<file path="src/tcsr_defs.svh">
// constants of the timer control and status register
`ifndef TCSR_DEFS_SVH
`define TCSR_DEFS_SVH
// ==========================================
// register location and reset
`define TCSR_ADDR 8'h88
`define TCSR_RESET 8'h00
`define TCSR_BITADDR_HI 7:3
`define TCSR_BITSEL_LO 2:0
// ==========================================
// bit positions within the register
`define TCSR_TF_B 3'h7
`define TCSR_TR_B 3'h6
`define TCSR_TF_A 3'h5
`define TCSR_TR_A 3'h4
`define TCSR_IE_B 3'h3
`define TCSR_IT_B 3'h2
`define TCSR_IE_A 3'h1
`define TCSR_IT_A 3'h0
// ==========================================
// detector state after reset: input counted as already active
`define TCSR_PREV_RESET 1'b1
`endif

</file>
<file path="src/tcsr_pkg.sv">
// types shared by the timer control and status block
package tcsr_pkg;
  // ==========================================
  // register byte
  typedef logic [7:0] tcsr_byte_t;
  // ==========================================
  // trigger type of an external interrupt input
  typedef enum logic {
    TCSR_LEVEL = 1'b0,
    TCSR_EDGE = 1'b1
  } tcsr_trig_e;
endpackage

</file>
<file path="src/tcsr_ext_irq_if.sv">
// connection between the register and one external interrupt detector
`timescale 1ns/1ps
interface tcsr_ext_irq_if;
  logic pin;
  logic polarity;
  tcsr_pkg::tcsr_trig_e type_sel;
  logic vector;
  logic sw_wr;
  logic sw_val;
  logic pending;
  logic active;
  modport ctrl (
    output pin,
    output polarity,
    output type_sel,
    output vector,
    output sw_wr,
    output sw_val,
    input pending,
    input active
  );
  modport det (
    input pin,
    input polarity,
    input type_sel,
    input vector,
    input sw_wr,
    input sw_val,
    output pending,
    output active
  );
endinterface

</file>
<file path="src/tcsr_ext_irq_det.sv">
// external interrupt detector holding one pending flag
`timescale 1ns/1ps
`include "tcsr_defs.svh"
module tcsr_ext_irq_det (
  input wire logic clk,
  input wire logic rst,
  tcsr_ext_irq_if.det irq
);
  logic pending_q;
  logic pending_d;
  logic prev_q;
  logic prev_d;
  logic act;
  logic edge_hit;

  // ==========================================
  // polarity applied before type selection
  // polarity before type
  // polarity before type
  assign act = irq.polarity ? irq.pin : ~irq.pin;
  assign edge_hit = act & ~prev_q;
  assign irq.active = act;
  assign irq.pending = pending_q;

  // next flag value
  always_comb begin
    prev_d = act;
    pending_d = pending_q;
    // level or edge
    // level or edge
    if (irq.type_sel == tcsr_pkg::TCSR_LEVEL) begin
      pending_d = act; // follows the active level
    end else begin
      // clear on vector
      // set on event
      if (irq.sw_wr) begin
        pending_d = irq.sw_val;
      end
      if (irq.vector) begin
        pending_d = 1'b0;
      end
      if (edge_hit) begin
        pending_d = 1'b1; // set wins over clear
      end
    end
  end

  // registers
  always_ff @(posedge clk) begin
    if (rst) begin
      pending_q <= 1'b0;
      prev_q <= `TCSR_PREV_RESET;
    end else begin
      pending_q <= pending_d;
      prev_q <= prev_d;
    end
  end

  // ==========================================
  // checks
  property p_level_follows;
    @(posedge clk) disable iff (rst)
    (irq.type_sel == tcsr_pkg::TCSR_LEVEL) |=> (pending_q == $past(act));
  endproperty
  a_level_follows: assert property (p_level_follows)
    else $error("level mode flag does not follow input");

  property p_low_active;
    @(posedge clk) disable iff (rst)
    (irq.type_sel == tcsr_pkg::TCSR_LEVEL && !irq.polarity && !irq.pin) |=> pending_q;
  endproperty
  a_low_active: assert property (p_low_active)
    else $error("active low level not flagged");

  property p_edge_sets;
    @(posedge clk) disable iff (rst)
    (irq.type_sel == tcsr_pkg::TCSR_EDGE && !prev_q && act) |=> pending_q;
  endproperty
  a_edge_sets: assert property (p_edge_sets)
    else $error("active edge did not set flag");

  property p_edge_vector_clear;
    @(posedge clk) disable iff (rst)
    (irq.type_sel == tcsr_pkg::TCSR_EDGE && irq.vector && !edge_hit) |=> !pending_q;
  endproperty
  a_edge_vector_clear: assert property (p_edge_vector_clear)
    else $error("vectoring did not clear edge flag");

  property p_edge_holds;
    @(posedge clk) disable iff (rst)
    (irq.type_sel == tcsr_pkg::TCSR_EDGE && pending_q && !irq.vector && !irq.sw_wr)
      |=> pending_q;
  endproperty
  a_edge_holds: assert property (p_edge_holds)
    else $error("edge flag dropped without clear");

  c_edge_vector: cover property (@(posedge clk) disable iff (rst)
    edge_hit ##[1:20] irq.vector);
  c_level_active: cover property (@(posedge clk) disable iff (rst)
    (irq.type_sel == tcsr_pkg::TCSR_LEVEL) && act);
endmodule

</file>
<file path="src/tcsr_timer_ctrl_status.sv">
// timer control and status register with overflow and external interrupt flags
//
// Operation
// timer b overflow sets bit 7, vector clears
// timer a overflow sets bit 5, vector clears
// bit 2 selects level or edge, ext b
// bit 0 selects level or edge, ext a
// edge mode: vectoring clears ext b pending
// ext b polarity applied before type select
// ext a polarity applied before type select
// timer a runs: run bit and gate
// split mode: high byte uses timer b bits
// ext a pending set on event, cleared
`timescale 1ns/1ps
`include "tcsr_defs.svh"
module tcsr_timer_ctrl_status (
  input wire logic CLK_SYS,
  input wire logic RESET,
  input wire logic [7:0] SFR_ADDR,
  input wire logic SFR_WR,
  input wire logic [7:0] SFR_WDATA,
  input wire logic SFR_RD,
  input wire logic SFR_BIT_WR,
  input wire logic [7:0] SFR_BIT_ADDR,
  input wire logic SFR_BIT_VAL,
  output logic [7:0] SFR_RDATA,
  input wire logic TIMER_A_OVF,
  input wire logic TIMER_B_OVF,
  input wire logic TIMER_A_SPLIT,
  input wire logic TIMER_A_HIGH_BYTE_OVF,
  input wire logic TIMER_A_GATE_ENABLE,
  input wire logic TIMER_B_GATE_ENABLE,
  input wire logic VECTOR_TIMER_A,
  input wire logic VECTOR_TIMER_B,
  input wire logic VECTOR_EXT_IRQ_A,
  input wire logic VECTOR_EXT_IRQ_B,
  input wire logic EXT_IRQ_A_INPUT,
  input wire logic EXT_IRQ_B_INPUT,
  input wire logic EXT_IRQ_A_POLARITY,
  input wire logic EXT_IRQ_B_POLARITY,
  output logic TIMER_A_COUNT_EN,
  output logic TIMER_A_HIGH_BYTE_COUNT_EN,
  output logic TIMER_B_COUNT_EN,
  output logic TIMER_A_OVERFLOW_FLAG,
  output logic TIMER_B_OVERFLOW_FLAG,
  output logic EXT_IRQ_A_PENDING,
  output logic EXT_IRQ_B_PENDING
);
  logic timer_a_overflow_flag_q;
  logic timer_a_overflow_flag_d;
  logic timer_b_overflow_flag_q;
  logic timer_b_overflow_flag_d;
  logic timer_a_run_q;
  logic timer_a_run_d;
  logic timer_b_run_q;
  logic timer_b_run_d;
  tcsr_pkg::tcsr_trig_e ext_irq_a_type_sel_q;
  tcsr_pkg::tcsr_trig_e ext_irq_a_type_sel_d;
  tcsr_pkg::tcsr_trig_e ext_irq_b_type_sel_q;
  tcsr_pkg::tcsr_trig_e ext_irq_b_type_sel_d;
  tcsr_pkg::tcsr_byte_t rdata_q;
  tcsr_pkg::tcsr_byte_t rdata_d;
  tcsr_pkg::tcsr_byte_t reg_view;
  logic byte_wr;
  logic bit_wr;
  logic set_b;

  tcsr_ext_irq_if irq_a ();
  tcsr_ext_irq_if irq_b ();

  // ==========================================
  // bus decode
  assign byte_wr = SFR_WR && (SFR_ADDR == `TCSR_ADDR);
  assign bit_wr = SFR_BIT_WR &&
    (SFR_BIT_ADDR[`TCSR_BITADDR_HI] == 5'(`TCSR_ADDR >> 3)); // upper five address bits

  // true when bit idx is written by a byte or a bit access
  function automatic logic wr_hit(input logic [2:0] idx);
    return byte_wr || (bit_wr && (SFR_BIT_ADDR[`TCSR_BITSEL_LO] == idx));
  endfunction

  // value written to bit idx
  function automatic logic wr_val(input logic [2:0] idx);
    return byte_wr ? SFR_WDATA[idx] : SFR_BIT_VAL;
  endfunction

  // ==========================================
  // external interrupt detectors
  assign irq_a.pin = EXT_IRQ_A_INPUT;
  assign irq_a.polarity = EXT_IRQ_A_POLARITY;
  assign irq_a.type_sel = ext_irq_a_type_sel_q;
  assign irq_a.vector = VECTOR_EXT_IRQ_A;
  assign irq_a.sw_wr = wr_hit(`TCSR_IE_A);
  assign irq_a.sw_val = wr_val(`TCSR_IE_A);
  assign irq_b.pin = EXT_IRQ_B_INPUT;
  assign irq_b.polarity = EXT_IRQ_B_POLARITY;
  assign irq_b.type_sel = ext_irq_b_type_sel_q;
  assign irq_b.vector = VECTOR_EXT_IRQ_B;
  assign irq_b.sw_wr = wr_hit(`TCSR_IE_B);
  assign irq_b.sw_val = wr_val(`TCSR_IE_B);

  tcsr_ext_irq_det u_det_a (
    .clk(CLK_SYS),
    .rst(RESET),
    .irq(irq_a.det)
  );

  tcsr_ext_irq_det u_det_b (
    .clk(CLK_SYS),
    .rst(RESET),
    .irq(irq_b.det)
  );

  // ==========================================
  // register view
  always_comb begin
    reg_view = `TCSR_RESET;
    reg_view[`TCSR_TF_B] = timer_b_overflow_flag_q;
    reg_view[`TCSR_TR_B] = timer_b_run_q;
    reg_view[`TCSR_TF_A] = timer_a_overflow_flag_q;
    reg_view[`TCSR_TR_A] = timer_a_run_q;
    reg_view[`TCSR_IE_B] = irq_b.pending;
    reg_view[`TCSR_IT_B] = ext_irq_b_type_sel_q;
    reg_view[`TCSR_IE_A] = irq_a.pending;
    reg_view[`TCSR_IT_A] = ext_irq_a_type_sel_q;
  end

  // split overflow source
  assign set_b = TIMER_A_SPLIT ? TIMER_A_HIGH_BYTE_OVF : TIMER_B_OVF;

  // next register values
  always_comb begin
    timer_a_overflow_flag_d = timer_a_overflow_flag_q;
    timer_b_overflow_flag_d = timer_b_overflow_flag_q;
    timer_a_run_d = timer_a_run_q;
    timer_b_run_d = timer_b_run_q;
    ext_irq_a_type_sel_d = ext_irq_a_type_sel_q;
    ext_irq_b_type_sel_d = ext_irq_b_type_sel_q;
    rdata_d = `TCSR_RESET;
    if (wr_hit(`TCSR_TF_A)) begin
      timer_a_overflow_flag_d = wr_val(`TCSR_TF_A);
    end
    if (wr_hit(`TCSR_TF_B)) begin
      timer_b_overflow_flag_d = wr_val(`TCSR_TF_B);
    end
    if (wr_hit(`TCSR_TR_A)) begin
      timer_a_run_d = wr_val(`TCSR_TR_A);
    end
    if (wr_hit(`TCSR_TR_B)) begin
      timer_b_run_d = wr_val(`TCSR_TR_B);
    end
    // type select b
    if (wr_hit(`TCSR_IT_B)) begin
      ext_irq_b_type_sel_d = tcsr_pkg::tcsr_trig_e'(wr_val(`TCSR_IT_B));
    end
    // type select a
    if (wr_hit(`TCSR_IT_A)) begin
      ext_irq_a_type_sel_d = tcsr_pkg::tcsr_trig_e'(wr_val(`TCSR_IT_A));
    end
    // vector clear, overflow set
    if (VECTOR_TIMER_A) begin
      timer_a_overflow_flag_d = 1'b0;
    end
    if (TIMER_A_OVF) begin
      timer_a_overflow_flag_d = 1'b1;
    end
    // vector clear, overflow set
    if (VECTOR_TIMER_B) begin
      timer_b_overflow_flag_d = 1'b0;
    end
    if (set_b) begin
      timer_b_overflow_flag_d = 1'b1;
    end
    if (SFR_RD && (SFR_ADDR == `TCSR_ADDR)) begin
      rdata_d = reg_view;
    end
  end

  // registers
  always_ff @(posedge CLK_SYS) begin
    if (RESET) begin
      timer_a_overflow_flag_q <= 1'b0;
      timer_b_overflow_flag_q <= 1'b0;
      timer_a_run_q <= 1'b0;
      timer_b_run_q <= 1'b0;
      ext_irq_a_type_sel_q <= tcsr_pkg::TCSR_LEVEL;
      ext_irq_b_type_sel_q <= tcsr_pkg::TCSR_LEVEL;
      rdata_q <= `TCSR_RESET;
    end else begin
      timer_a_overflow_flag_q <= timer_a_overflow_flag_d;
      timer_b_overflow_flag_q <= timer_b_overflow_flag_d;
      timer_a_run_q <= timer_a_run_d;
      timer_b_run_q <= timer_b_run_d;
      ext_irq_a_type_sel_q <= ext_irq_a_type_sel_d;
      ext_irq_b_type_sel_q <= ext_irq_b_type_sel_d;
      rdata_q <= rdata_d;
    end
  end

  // ==========================================
  // outputs
  // run and gate
  assign TIMER_A_COUNT_EN = timer_a_run_q && (!TIMER_A_GATE_ENABLE || irq_a.active);
  // high byte under timer b run
  assign TIMER_A_HIGH_BYTE_COUNT_EN = TIMER_A_SPLIT && timer_b_run_q;
  assign TIMER_B_COUNT_EN = timer_b_run_q && (!TIMER_B_GATE_ENABLE || irq_b.active);
  assign TIMER_A_OVERFLOW_FLAG = timer_a_overflow_flag_q;
  assign TIMER_B_OVERFLOW_FLAG = timer_b_overflow_flag_q;
  assign EXT_IRQ_A_PENDING = irq_a.pending;
  assign EXT_IRQ_B_PENDING = irq_b.pending;
  assign SFR_RDATA = rdata_q;

  // ==========================================
  // checks
  property p_tfb_set;
    @(posedge CLK_SYS) disable iff (RESET)
    (TIMER_B_OVF && !TIMER_A_SPLIT) |=> TIMER_B_OVERFLOW_FLAG;
  endproperty
  a_tfb_set: assert property (p_tfb_set)
    else $error("timer b overflow did not set flag");

  property p_tfb_vector;
    @(posedge CLK_SYS) disable iff (RESET)
    (VECTOR_TIMER_B && !set_b) |=> !TIMER_B_OVERFLOW_FLAG;
  endproperty
  a_tfb_vector: assert property (p_tfb_vector)
    else $error("timer b vector did not clear flag");

  property p_tfa_set_hold;
    @(posedge CLK_SYS) disable iff (RESET)
    TIMER_A_OVF ##1 (!VECTOR_TIMER_A && !wr_hit(`TCSR_TF_A)) |->
      TIMER_A_OVERFLOW_FLAG [*2];
  endproperty
  a_tfa_set_hold: assert property (p_tfa_set_hold)
    else $error("timer a flag not set and held");

  property p_tfa_vector;
    @(posedge CLK_SYS) disable iff (RESET)
    (VECTOR_TIMER_A && !TIMER_A_OVF) |=> !TIMER_A_OVERFLOW_FLAG;
  endproperty
  a_tfa_vector: assert property (p_tfa_vector)
    else $error("timer a vector did not clear flag");

  property p_run_off;
    @(posedge CLK_SYS) disable iff (RESET)
    (wr_hit(`TCSR_TR_A) && !wr_val(`TCSR_TR_A)) |=> !TIMER_A_COUNT_EN;
  endproperty
  a_run_off: assert property (p_run_off)
    else $error("timer a counts after run cleared");

  property p_gate_block;
    @(posedge CLK_SYS) disable iff (RESET)
    (TIMER_A_GATE_ENABLE && (EXT_IRQ_A_INPUT != EXT_IRQ_A_POLARITY)) |-> !TIMER_A_COUNT_EN;
  endproperty
  a_gate_block: assert property (p_gate_block)
    else $error("gated timer a counts with input inactive");

  property p_split_set;
    @(posedge CLK_SYS) disable iff (RESET)
    (TIMER_A_SPLIT && TIMER_A_HIGH_BYTE_OVF) |=> TIMER_B_OVERFLOW_FLAG;
  endproperty
  a_split_set: assert property (p_split_set)
    else $error("high byte overflow did not set timer b flag");

  property p_split_mask;
    @(posedge CLK_SYS) disable iff (RESET)
    (TIMER_A_SPLIT && TIMER_B_OVF && !TIMER_A_HIGH_BYTE_OVF && !TIMER_B_OVERFLOW_FLAG
      && !wr_hit(`TCSR_TF_B)) |=> !TIMER_B_OVERFLOW_FLAG;
  endproperty
  a_split_mask: assert property (p_split_mask)
    else $error("timer b overflow set flag in split mode");

  property p_read;
    @(posedge CLK_SYS) disable iff (RESET)
    (SFR_RD && SFR_ADDR == `TCSR_ADDR) |=> (SFR_RDATA == $past(reg_view));
  endproperty
  a_read: assert property (p_read) // register read
    else $error("register read returned wrong value");

  c_tfa_cycle: cover property (@(posedge CLK_SYS) disable iff (RESET)
    TIMER_A_OVF ##[1:10] VECTOR_TIMER_A);
  c_split: cover property (@(posedge CLK_SYS) disable iff (RESET)
    TIMER_A_SPLIT && TIMER_A_HIGH_BYTE_OVF);
  c_gated_run: cover property (@(posedge CLK_SYS) disable iff (RESET)
    TIMER_A_GATE_ENABLE && TIMER_A_COUNT_EN);
endmodule

</file>
<file path="config.mk">
export PLATFORM = sky130hd
export DESIGN_NAME = tcsr_timer_ctrl_status
export DESIGN_NICKNAME = d
export VERILOG_FILES = /design/src/tcsr_pkg.sv /design/src/tcsr_ext_irq_if.sv /design/src/tcsr_ext_irq_det.sv /design/src/tcsr_timer_ctrl_status.sv
export VERILOG_INCLUDE_DIRS = /design/src /design/src/src
export SDC_FILE = /design/constraint.sdc
export NUM_CORES = 1
export LEC_CHECK = 0
export BUFFER_PORTS_ARGS = -buffer_cell sky130_fd_sc_hd__buf_2
export CORE_ASPECT_RATIO = 0.7
export CORE_MARGIN = 8
export CORE_UTILIZATION = 44
export DETAILED_ROUTE_END_ITERATION = 8
export PLACE_DENSITY_LB_ADDON = 0.25
export SLEW_MARGIN = 5
export SYNTH_ARGS = -nofsm -noshare
export SYNTH_HDL_FRONTEND = slang
export SYNTH_SLANG_ARGS = --single-unit
</file>
<file path="constraint.sdc">
create_clock -name CLK_SYS -period 4.97 [get_ports CLK_SYS]
set_clock_uncertainty 0.05 [all_clocks]
set_input_delay 0.2485 -clock CLK_SYS [delete_from_list [all_inputs] [get_ports CLK_SYS]]
set_output_delay 0.2485 -clock CLK_SYS [all_outputs]
set_load 0.02 [all_outputs]
</file>
==> results of run 1 <==
## power breakdown
group / total [W] / internal [W] / switching, W / leakage, nW
clock network: 0.0000904 / 0.0000446 / 0.0000457 / 0.0210
logic: 0.0000449 / 0.0000213 / 0.0000236 / 0.407
registers: 0.000151 / 0.000148 / 0.00000264 / 0.147
## cells by family after synthesis
| kind of cell | synth area share |
|---|---|
| AOI/OAI and AO/OA | 0.175 |
| xor gates and xnor gates | 0.0190 |
| buffers and inverters | 0.0245 |
| DFF | 0.391 |
| muxes | 0.0543 |
| and+or+nand+nor | 0.336 |
## state kept, by name (all words and copies together), names as in the netlist
register and count:
SFR_RDATA 8, TIMER_A_OVERFLOW_FLAG 1, TIMER_B_OVERFLOW_FLAG 1, ext_irq_a_type_sel_q 1
ext_irq_b_type_sel_q 1, timer_a_run_q 1, timer_b_run_q 1, u_det_a.irq.pending 1
u_det_a.prev_q 1, u_det_b.irq.pending 1, u_det_b.prev_q 1
## per-stage QoR
stage               hold WS (ns)  power, W  instance area, µm²
floorplan                  0.316  0.000173                 921
global placement           0.409  0.000197                1230
detailed placement         0.421  0.000199                1230
CTS                        0.126  0.000288                1260
global route               0.128  0.000300                1260
finish                     0.133  0.000286                1260
## cells in the mapped netlist, drive strengths merged
cell     number  area [µm²]
dfxtp        18         360
nor2         10        37.5
and2          9        56.3
mux2i         5        50.1
nand2         5        18.8
a211oi        4        30.0
o21ai         4        20.0
and4          3        26.3
nand3         3        15.0
nor4          3        18.8
nor4b         3        32.5
or4b          3        30.0
a21boi        2        15.0
a21o          2        15.0
inv           2        7.51
nand2b        2        12.5
nand4         2        12.5
nor2b         2        12.5
nor3          2        15.0
o31ai         2        15.0
or4           2        15.0
xor2          2        17.5
a2111oi       1        8.76
a211o         1        8.76
a311oi        1        8.76
a31oi         1        6.26
a32oi         1        8.76
buf           1        11.3
clkbuf        1        3.75
o211ai        1        7.51
o31a          1        8.76
o41ai         1        8.76
or3           1        6.26
## final cells by class
| class | count | area (µm²) |
|---|---|---|
| clock buffer | 4 | 36.3 |
| tap | 24 | 30.0 |
| sequential | 18 | 360 |
| multi-input combinational | 79 | 538 |
| fill | 193 | 805 |
| inverter | 2 | 7.51 |
| timing repair buffer | 58 | 290 |
## path summary, 6_finish.rpt
check,from,end,slack [ns],cells past startpoint
max,SFR_BIT_ADDR[4],ext_irq_b_type_sel_q$_SDFFE_PP0P_,3.33,5
max reg2reg,ext_irq_b_type_sel_q$_SDFFE_PP0P_,u_det_b.irq.pending$_SDFFE_PP0P_,3.56,4
min reg2reg,u_det_b.irq.pending$_SDFFE_PP0P_,SFR_RDATA[3]$_SDFF_PP0_,0.45,1
min,TIMER_A_OVF,TIMER_A_OVERFLOW_FLAG$_SDFFE_PP0P_,0.13,3
## worst max-delay path, cell delays in order
cell and delay [ns]:
buf_2 0.09, or4b_1 0.68, nor4_1 0.41, mux2i_1 0.24
a211oi_1 0.09
## metal layers
layer / routed length, µm / GRT usage
met1: 1150 / 0.148
met3: 219 / 0.0603
met4: 15 / 0.0308
met2: 1390 / 0.257
met5: 0 / 0
==> out/metrics.cfg, run 1 <==
[outcome]
status = complete, no violations

[clocking]
cts_tree = built
clk-insertion-delay-late_ns = 0.29
cts_buffer_count = 3
cts_sinks = 18
cts_setup_buffers = 0
ctsRootBufferMaster = clkbuf_4
htree_num_levels = 1
clock_pin_transition_on_the_worst_setup_and_hold_timing_paths_ns = 0.11
holdBufCountCts = 0
cts_resized = 0
ctsLongestPathBuffers = 2

[place]
dpl.hpwl_um = 2280
placed_cells_incl_taps = 181
globalplace.congestion = 0.788
port-buffer-count = 58
detailedPlace.worstSlack_ns = 3.01

[cells_and_area]
layout.cells.most_common = buf_2
final_cell_mix = 58 x buf_2, 18 x dfxtp_1, 10 x nor2_1
layoutNonFillerInstCount = 185
final_core_utilization = 0.611
area_growth_pct = 37.1
antenna_cells_inserted = 0
final_layout_size_suffix_gt1_frac = 0.398
final_net_count = 206

[grt]
global_route.overflow_total = 0
first_pass_grt_wire_length_um = 4220
number_of_global_route_vias_before_repair = 979
grt_util_all_layers = 0.139
antenna_found_initial = 0
grt_start_max_net_pins = 11

[die]
chipWidth_um = 70.7
floorplan.initialDensity = 0.446
io_pins = 59
die_h_um = 54.3
core_um2 = 2070
area_of_the_die_um2 = 3840
row_count = 14

[route]
finalWirelength_um = 2770
vias_per_cell = 5.49
drt_drc_violations_left = 0
vias = 1015
detailedRoute.firstPassIterationCount = 4
routedWlPerCell_um = 15.0
ant_nets_after_route = 0
dr.first_iter.drc_count = 30

[synthesis]
postSynthRegisterBits = 18
synthDistinctLibCells = 36
post_synth.cell_area_avg_um2 = 9.12
syn-instance-count = 101
synth.yosys.seq_area_share = 0.391
synth.net_count = 145
ys_warn_count = 0
synthesis.area_um2 = 921

[min_path]
worst_hold_check_path_type = in -> reg

[pwr]
cellPowerDensity_nw_per_um2 = 227
cellLeakagePower_nw = 0.575
ir_worst_vdd_mv = 0.125

[setup_path]
arrival_ns = 1.77
required_ns = 5.10
startpoint_type = primary input
sort_of_element_at_the_end_of_the_critical_path = register
worstPathMaxFanout = 10
setup.worst_path.class = in -> reg

[timing]
slew_viol_final = 0
fin_ws_ns = 3.33
max_slew.worst_pin.slew_ns = 0.541
period_needed_ns = 1.64
grt_setup_unrepaired = no
highest_attainable_clock_frequency_mhz = 609
finalSetupTns_ns = 0
timing.max_slew.rel_slack = 0.634
setup-violations-final = 0
hold_violations = 0
final_min_period_over_clock_period = 0.330

[job]
cap_viol_max_count = 0

No activity file was read; power rests on OpenSTA's default activity.
==> run 2, diff against run 1 <==
- CORE_UTILIZATION: 44 -> 41
- clock period: 4.97 -> 1.65 ns (I/O delays scaled with it)
==> run 2 against run 1 <==
Effect of this change:
- routed wire length up 6.3%
- combinational power rose to 3.2 times the previous value
- first-iteration DRC count is 37% higher
- largest power group unchanged
- highest routed layer unchanged
==> out/metrics.cfg, run 2 (same netlist as run 1, synthesis figures left out) <==
[die]
chipWidth_um = 72.6  ; +2.8%
floorplan.initialDensity = 0.431  ; -0.0146
row_count = 14  ; unchanged
io_pins = 59  ; unchanged
core_um2 = 2140  ; +3.4%
die_h_um = 55.7  ; +2.5%
area_of_the_die_um2 = 4040  ; +5.4%

[timing]
highest_attainable_clock_frequency_mhz = 648
timing.max_slew.rel_slack = 0.623  ; -0.0112
slew_viol_final = 0  ; unchanged
final_min_period_over_clock_period = 0.935
max_slew.worst_pin.slew_ns = 0.551  ; +0.0102 ns
period_needed_ns = 1.54
hold_ws_ns = 0.00486  ; -0.128 ns
grt_setup_unrepaired = no
setup-violations-final = 0  ; unchanged
hold_violations = 0  ; unchanged

[cells_and_area]
final_layout_size_suffix_gt1_frac = 0.399  ; +0.00129
largest_reg_flops = 8  ; unchanged
fillerInstances = 197  ; +2.1%
layoutNonFillerInstCount = 200  ; +8.1%
antenna_cells_inserted = 0  ; unchanged
area_growth_pct = 45.0
layout.cells.most_common = buf_2
final_cell_mix = 58 x buf_2, 18 x dfxtp_1, 10 x nor2_1
final_net_count = 213  ; +3.4%
final_design_area_no_fill_um2 = 1340  ; +5.7%
final_core_utilization = 0.625  ; +0.0139

[route]
vias = 1072  ; +5.6%
detailedRoute.firstPassIterationCount = 4  ; unchanged
drt_drc_violations_left = 0  ; unchanged
vias_per_cell = 5.36  ; -2.3%
finalWirelength_um = 2950  ; +6.3%
ant_nets_after_route = 0  ; unchanged
routedWlPerCell_um = 14.7  ; -1.7%
dr.first_iter.drc_count = 41  ; +37%

[clocking]
ctsLongestPathBuffers = 2  ; unchanged
cts_resized = 0  ; unchanged
htree_num_levels = 1  ; unchanged
clk-insertion-delay-late_ns = 0.30  ; about the same
cts_buffer_count = 3  ; unchanged
cts_tree = built
cts_sinks = 18  ; unchanged
ctsRootBufferMaster = clkbuf_4
clock_pin_transition_on_the_worst_setup_and_hold_timing_paths_ns = 0.10  ; about the same

[pwr]
cellLeakagePower_nw = 0.605  ; +5.3%
ir_worst_vdd_mv = 0.393  ; +220%
cellPowerDensity_nw_per_um2 = 652  ; +190%
post-layout-total-power_w = 0.000870  ; +200%

[place]
port-buffer-count = 58  ; unchanged
place_area_um2 = 1260  ; +2.7%
placed_cells_incl_taps = 192  ; +6.1%
globalplace.congestion = 0.851  ; +7.9%
dpl.hpwl_um = 2340  ; +2.7%

[grt]
first_pass_grt_wire_length_um = 4670  ; +11%
grt_util_all_layers = 0.141  ; +0.00156
global_route.overflow_total = 0  ; unchanged
number_of_global_route_vias_before_repair = 1082  ; +11%
antenna_found_initial = 0  ; unchanged
grt_start_max_net_pins = 11  ; unchanged

[setup_path]
slowest_delay_ns = 0.56  ; -0.12 ns
timing.critical_path.slowest_stage_cell = a2111oi_0
worstPathCellList = nor2b_1, o21ai_0, a2111oi_0, a311oi_1
setup.worst_path.class = reg -> reg
required_ns = 1.77  ; -3.33 ns
sort_of_element_at_the_end_of_the_critical_path = register
startpoint_type = register
worstPathMaxFanout = 4  ; -6
arrival_ns = 1.66  ; -0.11 ns

[min_path]
worst_hold_check_path_type = in -> reg

[outcome]
status = complete, no violations

[job]
cap_viol_max_count = 0  ; unchanged

run 2: changes by cell type in the layout (fill, tap and decap cells not counted):
cell and delta:
dlygate4sd3_1 +4, buf_4 +3
run 2: worst paths after layout:
path / start / to / slack [ns] / depth (start not counted)
min reg2reg: TIMER_A_OVERFLOW_FLAG$_SDFFE_PP0P_ / SFR_RDATA[5]$_SDFF_PP0_ / 0.45 / 1
max reg2reg: ext_irq_a_type_sel_q$_SDFFE_PP0P_ / u_det_a.irq.pending$_SDFFE_PP0P_ / 0.11 / 4
max: ext_irq_a_type_sel_q$_SDFFE_PP0P_ / u_det_a.irq.pending$_SDFFE_PP0P_ / 0.11 / 4
min: EXT_IRQ_A_INPUT / u_det_a.prev_q$_SDFF_PP1_ / 0.005 / 3
run 2: worst max-delay path, delay by kind of cell, from the launching register on:
kind | cells | cell delay (ns)
AO/OA/AOI/OAI | 3 | 0.81
flip-flops | 1 | 0.38
AND/OR/NAND/NOR | 1 | 0.18
run 2: what timing repair did:
action | CTS | global route
hold endpoints to repair | 3 | 0
endpoints found under the setup margin | 0 | 0
buffers inserted | 0 | 0
hold buffers | 4 | 0
run 2: through the flow:
step	setup slack [ns]	TNS, ns
4_1_cts	0.0850	0
3_3_place_gp	-0.0770	-0.288
3_5_place_dp	-0.110	-0.439
2_1_floorplan	0.0421	0
6_report	0.107	0
5_1_grt	0.0187	0
run 2: routing by layer:
| layer | track usage | up-vias | share of wire |
|---|---|---|---|
| met1 | 0.149 | 492 | 0.40 |
| li1 | - | 525 | - |
| met3 | 0.0612 | 10 | 0.083 |
| met5 | 0 | - | 0 |
| met2 | 0.243 | 45 | 0.50 |
| met4 | 0.0426 | 0 | 0.017 |
run 2: where the power goes:
part | switching, W | internal (W)
logic | 0.0000735 | 0.0000712
registers | 0.00000809 | 0.000447
clock network | 0.000136 | 0.000135
total | 0.000218 | 0.000653
run 2: final cells by class:
cell class              instances  area (µm²)  area share
repair buffers                 65         353       0.264
well taps                      32        40.0      0.0300
flip-flops and latches         18         360       0.270
inverters                       2        7.51     0.00562
multi-input cells              79         538       0.403
clock buffers                   4        36.3      0.0272
==> run 3, diff against run 2 <==
- CTS_BUF_LIST: not set -> sky130_fd_sc_hd__clkbuf_16
==> run 3 against run 2 <==
Effect of this change:
- critical path depth grew 2
- cell area grew 0.28%
- fmax grew 0.87%
- worst setup slack gained 0.013 ns
- routed wire length grew 1.5%
- highest routed layer unchanged
- global-route usage shrank 0.22 points
==> out/metrics.cfg, run 3 (same netlist as run 1, synthesis figures left out) <==
[grt]
number_of_global_route_vias_before_repair = 1059  ; -2.1%
grt_util_all_layers = 0.138  ; -0.00220
top_usage_layer = met2
antenna_found_initial = 0  ; unchanged
grt_start_max_net_pins = 11  ; unchanged
first_pass_grt_wire_length_um = 4570  ; -2.1%
global_route.overflow_total = 0  ; unchanged
groute.layer.met2.usage = 0.243  ; unchanged
grt_util_met3 = 0.0594  ; -0.00180
global_route.usage.met1 = 0.144  ; -0.00518

[route]
detailedRoute.firstPassIterationCount = 4  ; unchanged
dr.first_iter.drc_count = 35  ; -15%
finalWirelength_um = 2990  ; +1.5%
routedWlPerCell_um = 15.3  ; +3.6%
ant_nets_after_route = 0  ; unchanged
vias = 1054  ; -1.7%
drt_drc_violations_left = 0  ; unchanged
vias_per_cell = 5.38  ; +0.33%

[place]
placed_cells_incl_taps = 192  ; unchanged
dpl.hpwl_um = 2340  ; unchanged
detailedPlace.worstSlack_ns = -0.110  ; unchanged
globalplace.congestion = 0.851  ; unchanged
place_area_um2 = 1260  ; unchanged
port-buffer-count = 58  ; unchanged

[cells_and_area]
final_design_area_no_fill_um2 = 1340  ; +0.28%
area.sequential_um2 = 360  ; unchanged
layout.cells.most_common = buf_2
largest_reg_flops = 8  ; unchanged
final_cell_mix = 58 x buf_2, 18 x dfxtp_1, 10 x nor2_1
area_growth_pct = 45.4
final_layout_size_suffix_gt1_frac = 0.402  ; +0.00363
final_net_count = 209  ; -1.9%
multi_input_area_um2 = 539  ; +0.23%
fillerInstances = 198  ; +0.51%
antenna_cells_inserted = 0  ; unchanged
layoutNonFillerInstCount = 196  ; -2.0%

[pwr]
cellPowerDensity_nw_per_um2 = 803  ; +23%
cellLeakagePower_nw = 0.606  ; +0.14%
ir_worst_vdd_mv = 0.637  ; +62%

[clocking]
clock_pin_transition_on_the_worst_setup_and_hold_timing_paths_ns = 0.05  ; -0.05 ns
cts_tree = built
clk-insertion-delay-late_ns = 0.25  ; -0.05 ns
cts_buffer_count = 3  ; unchanged
holdBufCountCts = 0  ; -4
cts_resized = 0  ; unchanged
cts_sinks = 18  ; unchanged
ctsLongestPathBuffers = 2  ; unchanged
htree_num_levels = 1  ; unchanged
ctsRootBufferMaster = clkbuf_16
cts_setup_buffers = 0  ; unchanged

[setup_path]
startpoint_type = primary input
sort_of_element_at_the_end_of_the_critical_path = register
arrival_ns = 1.63  ; -0.03 ns
setup.worst_path.class = in -> reg
worstPathMaxFanout = 8  ; +4
required_ns = 1.75  ; -0.02 ns

[timing]
final_min_period_over_clock_period = 0.927  ; -0.00809
fin_ws_ns = 0.120  ; +0.0133 ns
slew_viol_final = 0  ; unchanged
period_needed_ns = 1.53  ; -0.0133 ns
highest_attainable_clock_frequency_mhz = 654  ; +0.87%
setup-violations-final = 0  ; unchanged
hold_ws_ns = 0.0176  ; +0.0128 ns
grt_setup_unrepaired = no
max_slew.worst_pin.slew_ns = 0.525  ; -0.0265 ns
hold_violations = 0  ; unchanged
timing.max_slew.rel_slack = 0.645  ; +0.0223

[min_path]
worst_hold_check_path_type = in -> reg

[outcome]
status = complete, no violations

[die]
chipWidth_um = 72.6  ; unchanged
area_of_the_die_um2 = 4040  ; unchanged
floorplan.initialDensity = 0.431  ; unchanged
row_count = 14  ; unchanged
core_um2 = 2140  ; unchanged
die_h_um = 55.7  ; unchanged
io_pins = 59  ; unchanged

[job]
cap_viol_max_count = 0  ; unchanged

==> run 3: final timing paths <==
kind	startpoint	to	slack (ns)	cells past startpoint
setup / recovery	SFR_BIT_ADDR[4]	u_det_a.irq.pending$_SDFFE_PP0P_	0.12	6
hold / removal	TIMER_A_OVF	TIMER_A_OVERFLOW_FLAG$_SDFFE_PP0P_	0.02	3
setup reg to reg	ext_irq_a_type_sel_q$_SDFFE_PP0P_	u_det_a.irq.pending$_SDFFE_PP0P_	0.13	4
hold reg to reg	TIMER_A_OVERFLOW_FLAG$_SDFFE_PP0P_	SFR_RDATA[5]$_SDFF_PP0_	0.44	1
==> run 3: through the flow <==
step | TNS, ns | utilization | power, W
2_1_floorplan | 0 | - | 0.000521
3_5_place_dp | -0.439 | 0.589 | 0.000600
4_1_cts | 0 | 0.626 | 0.00108
5_1_grt | 0 | 0.626 | 0.00111
3_3_place_gp | -0.288 | 0.589 | 0.000594
6_report | 0 | 0.626 | 0.00107
==> run 3: worst max-delay path, cell delays in order <==
cell	delay [ns]
buf_2	0.09
or4b_1	0.67
buf_4	0.21
nor2_1	0.17
a2111oi_1	0.13
a311oi_1	0.28
==> run 3: metal layers <==
metal | vias to the layer above | share of wire
met5 | - | 0
met1 | 485 | 0.38
li1 | 513 | -
met3 | 8 | 0.098
met4 | 0 | 0.016
met2 | 48 | 0.50
==> run 3: layout make-up <==
class / count / area share
Inverter: 2 / 0.00561
Multi-Input combinational cell: 79 / 0.403
Clock inverter: 1 / 0.00280
Sequential cell: 18 / 0.269
Tap cell: 32 / 0.0299
Clock buffer: 3 / 0.0561
Timing Repair Buffer: 61 / 0.234
==> run 3: power by group <==
| group | internal, W | total [W] | switching, W |
|---|---|---|---|
| sequential | 0.000448 | 0.000457 | 0.00000874 |
| clock | 0.000322 | 0.000479 | 0.000158 |
| combinational | 0.0000650 | 0.000138 | 0.0000731 |
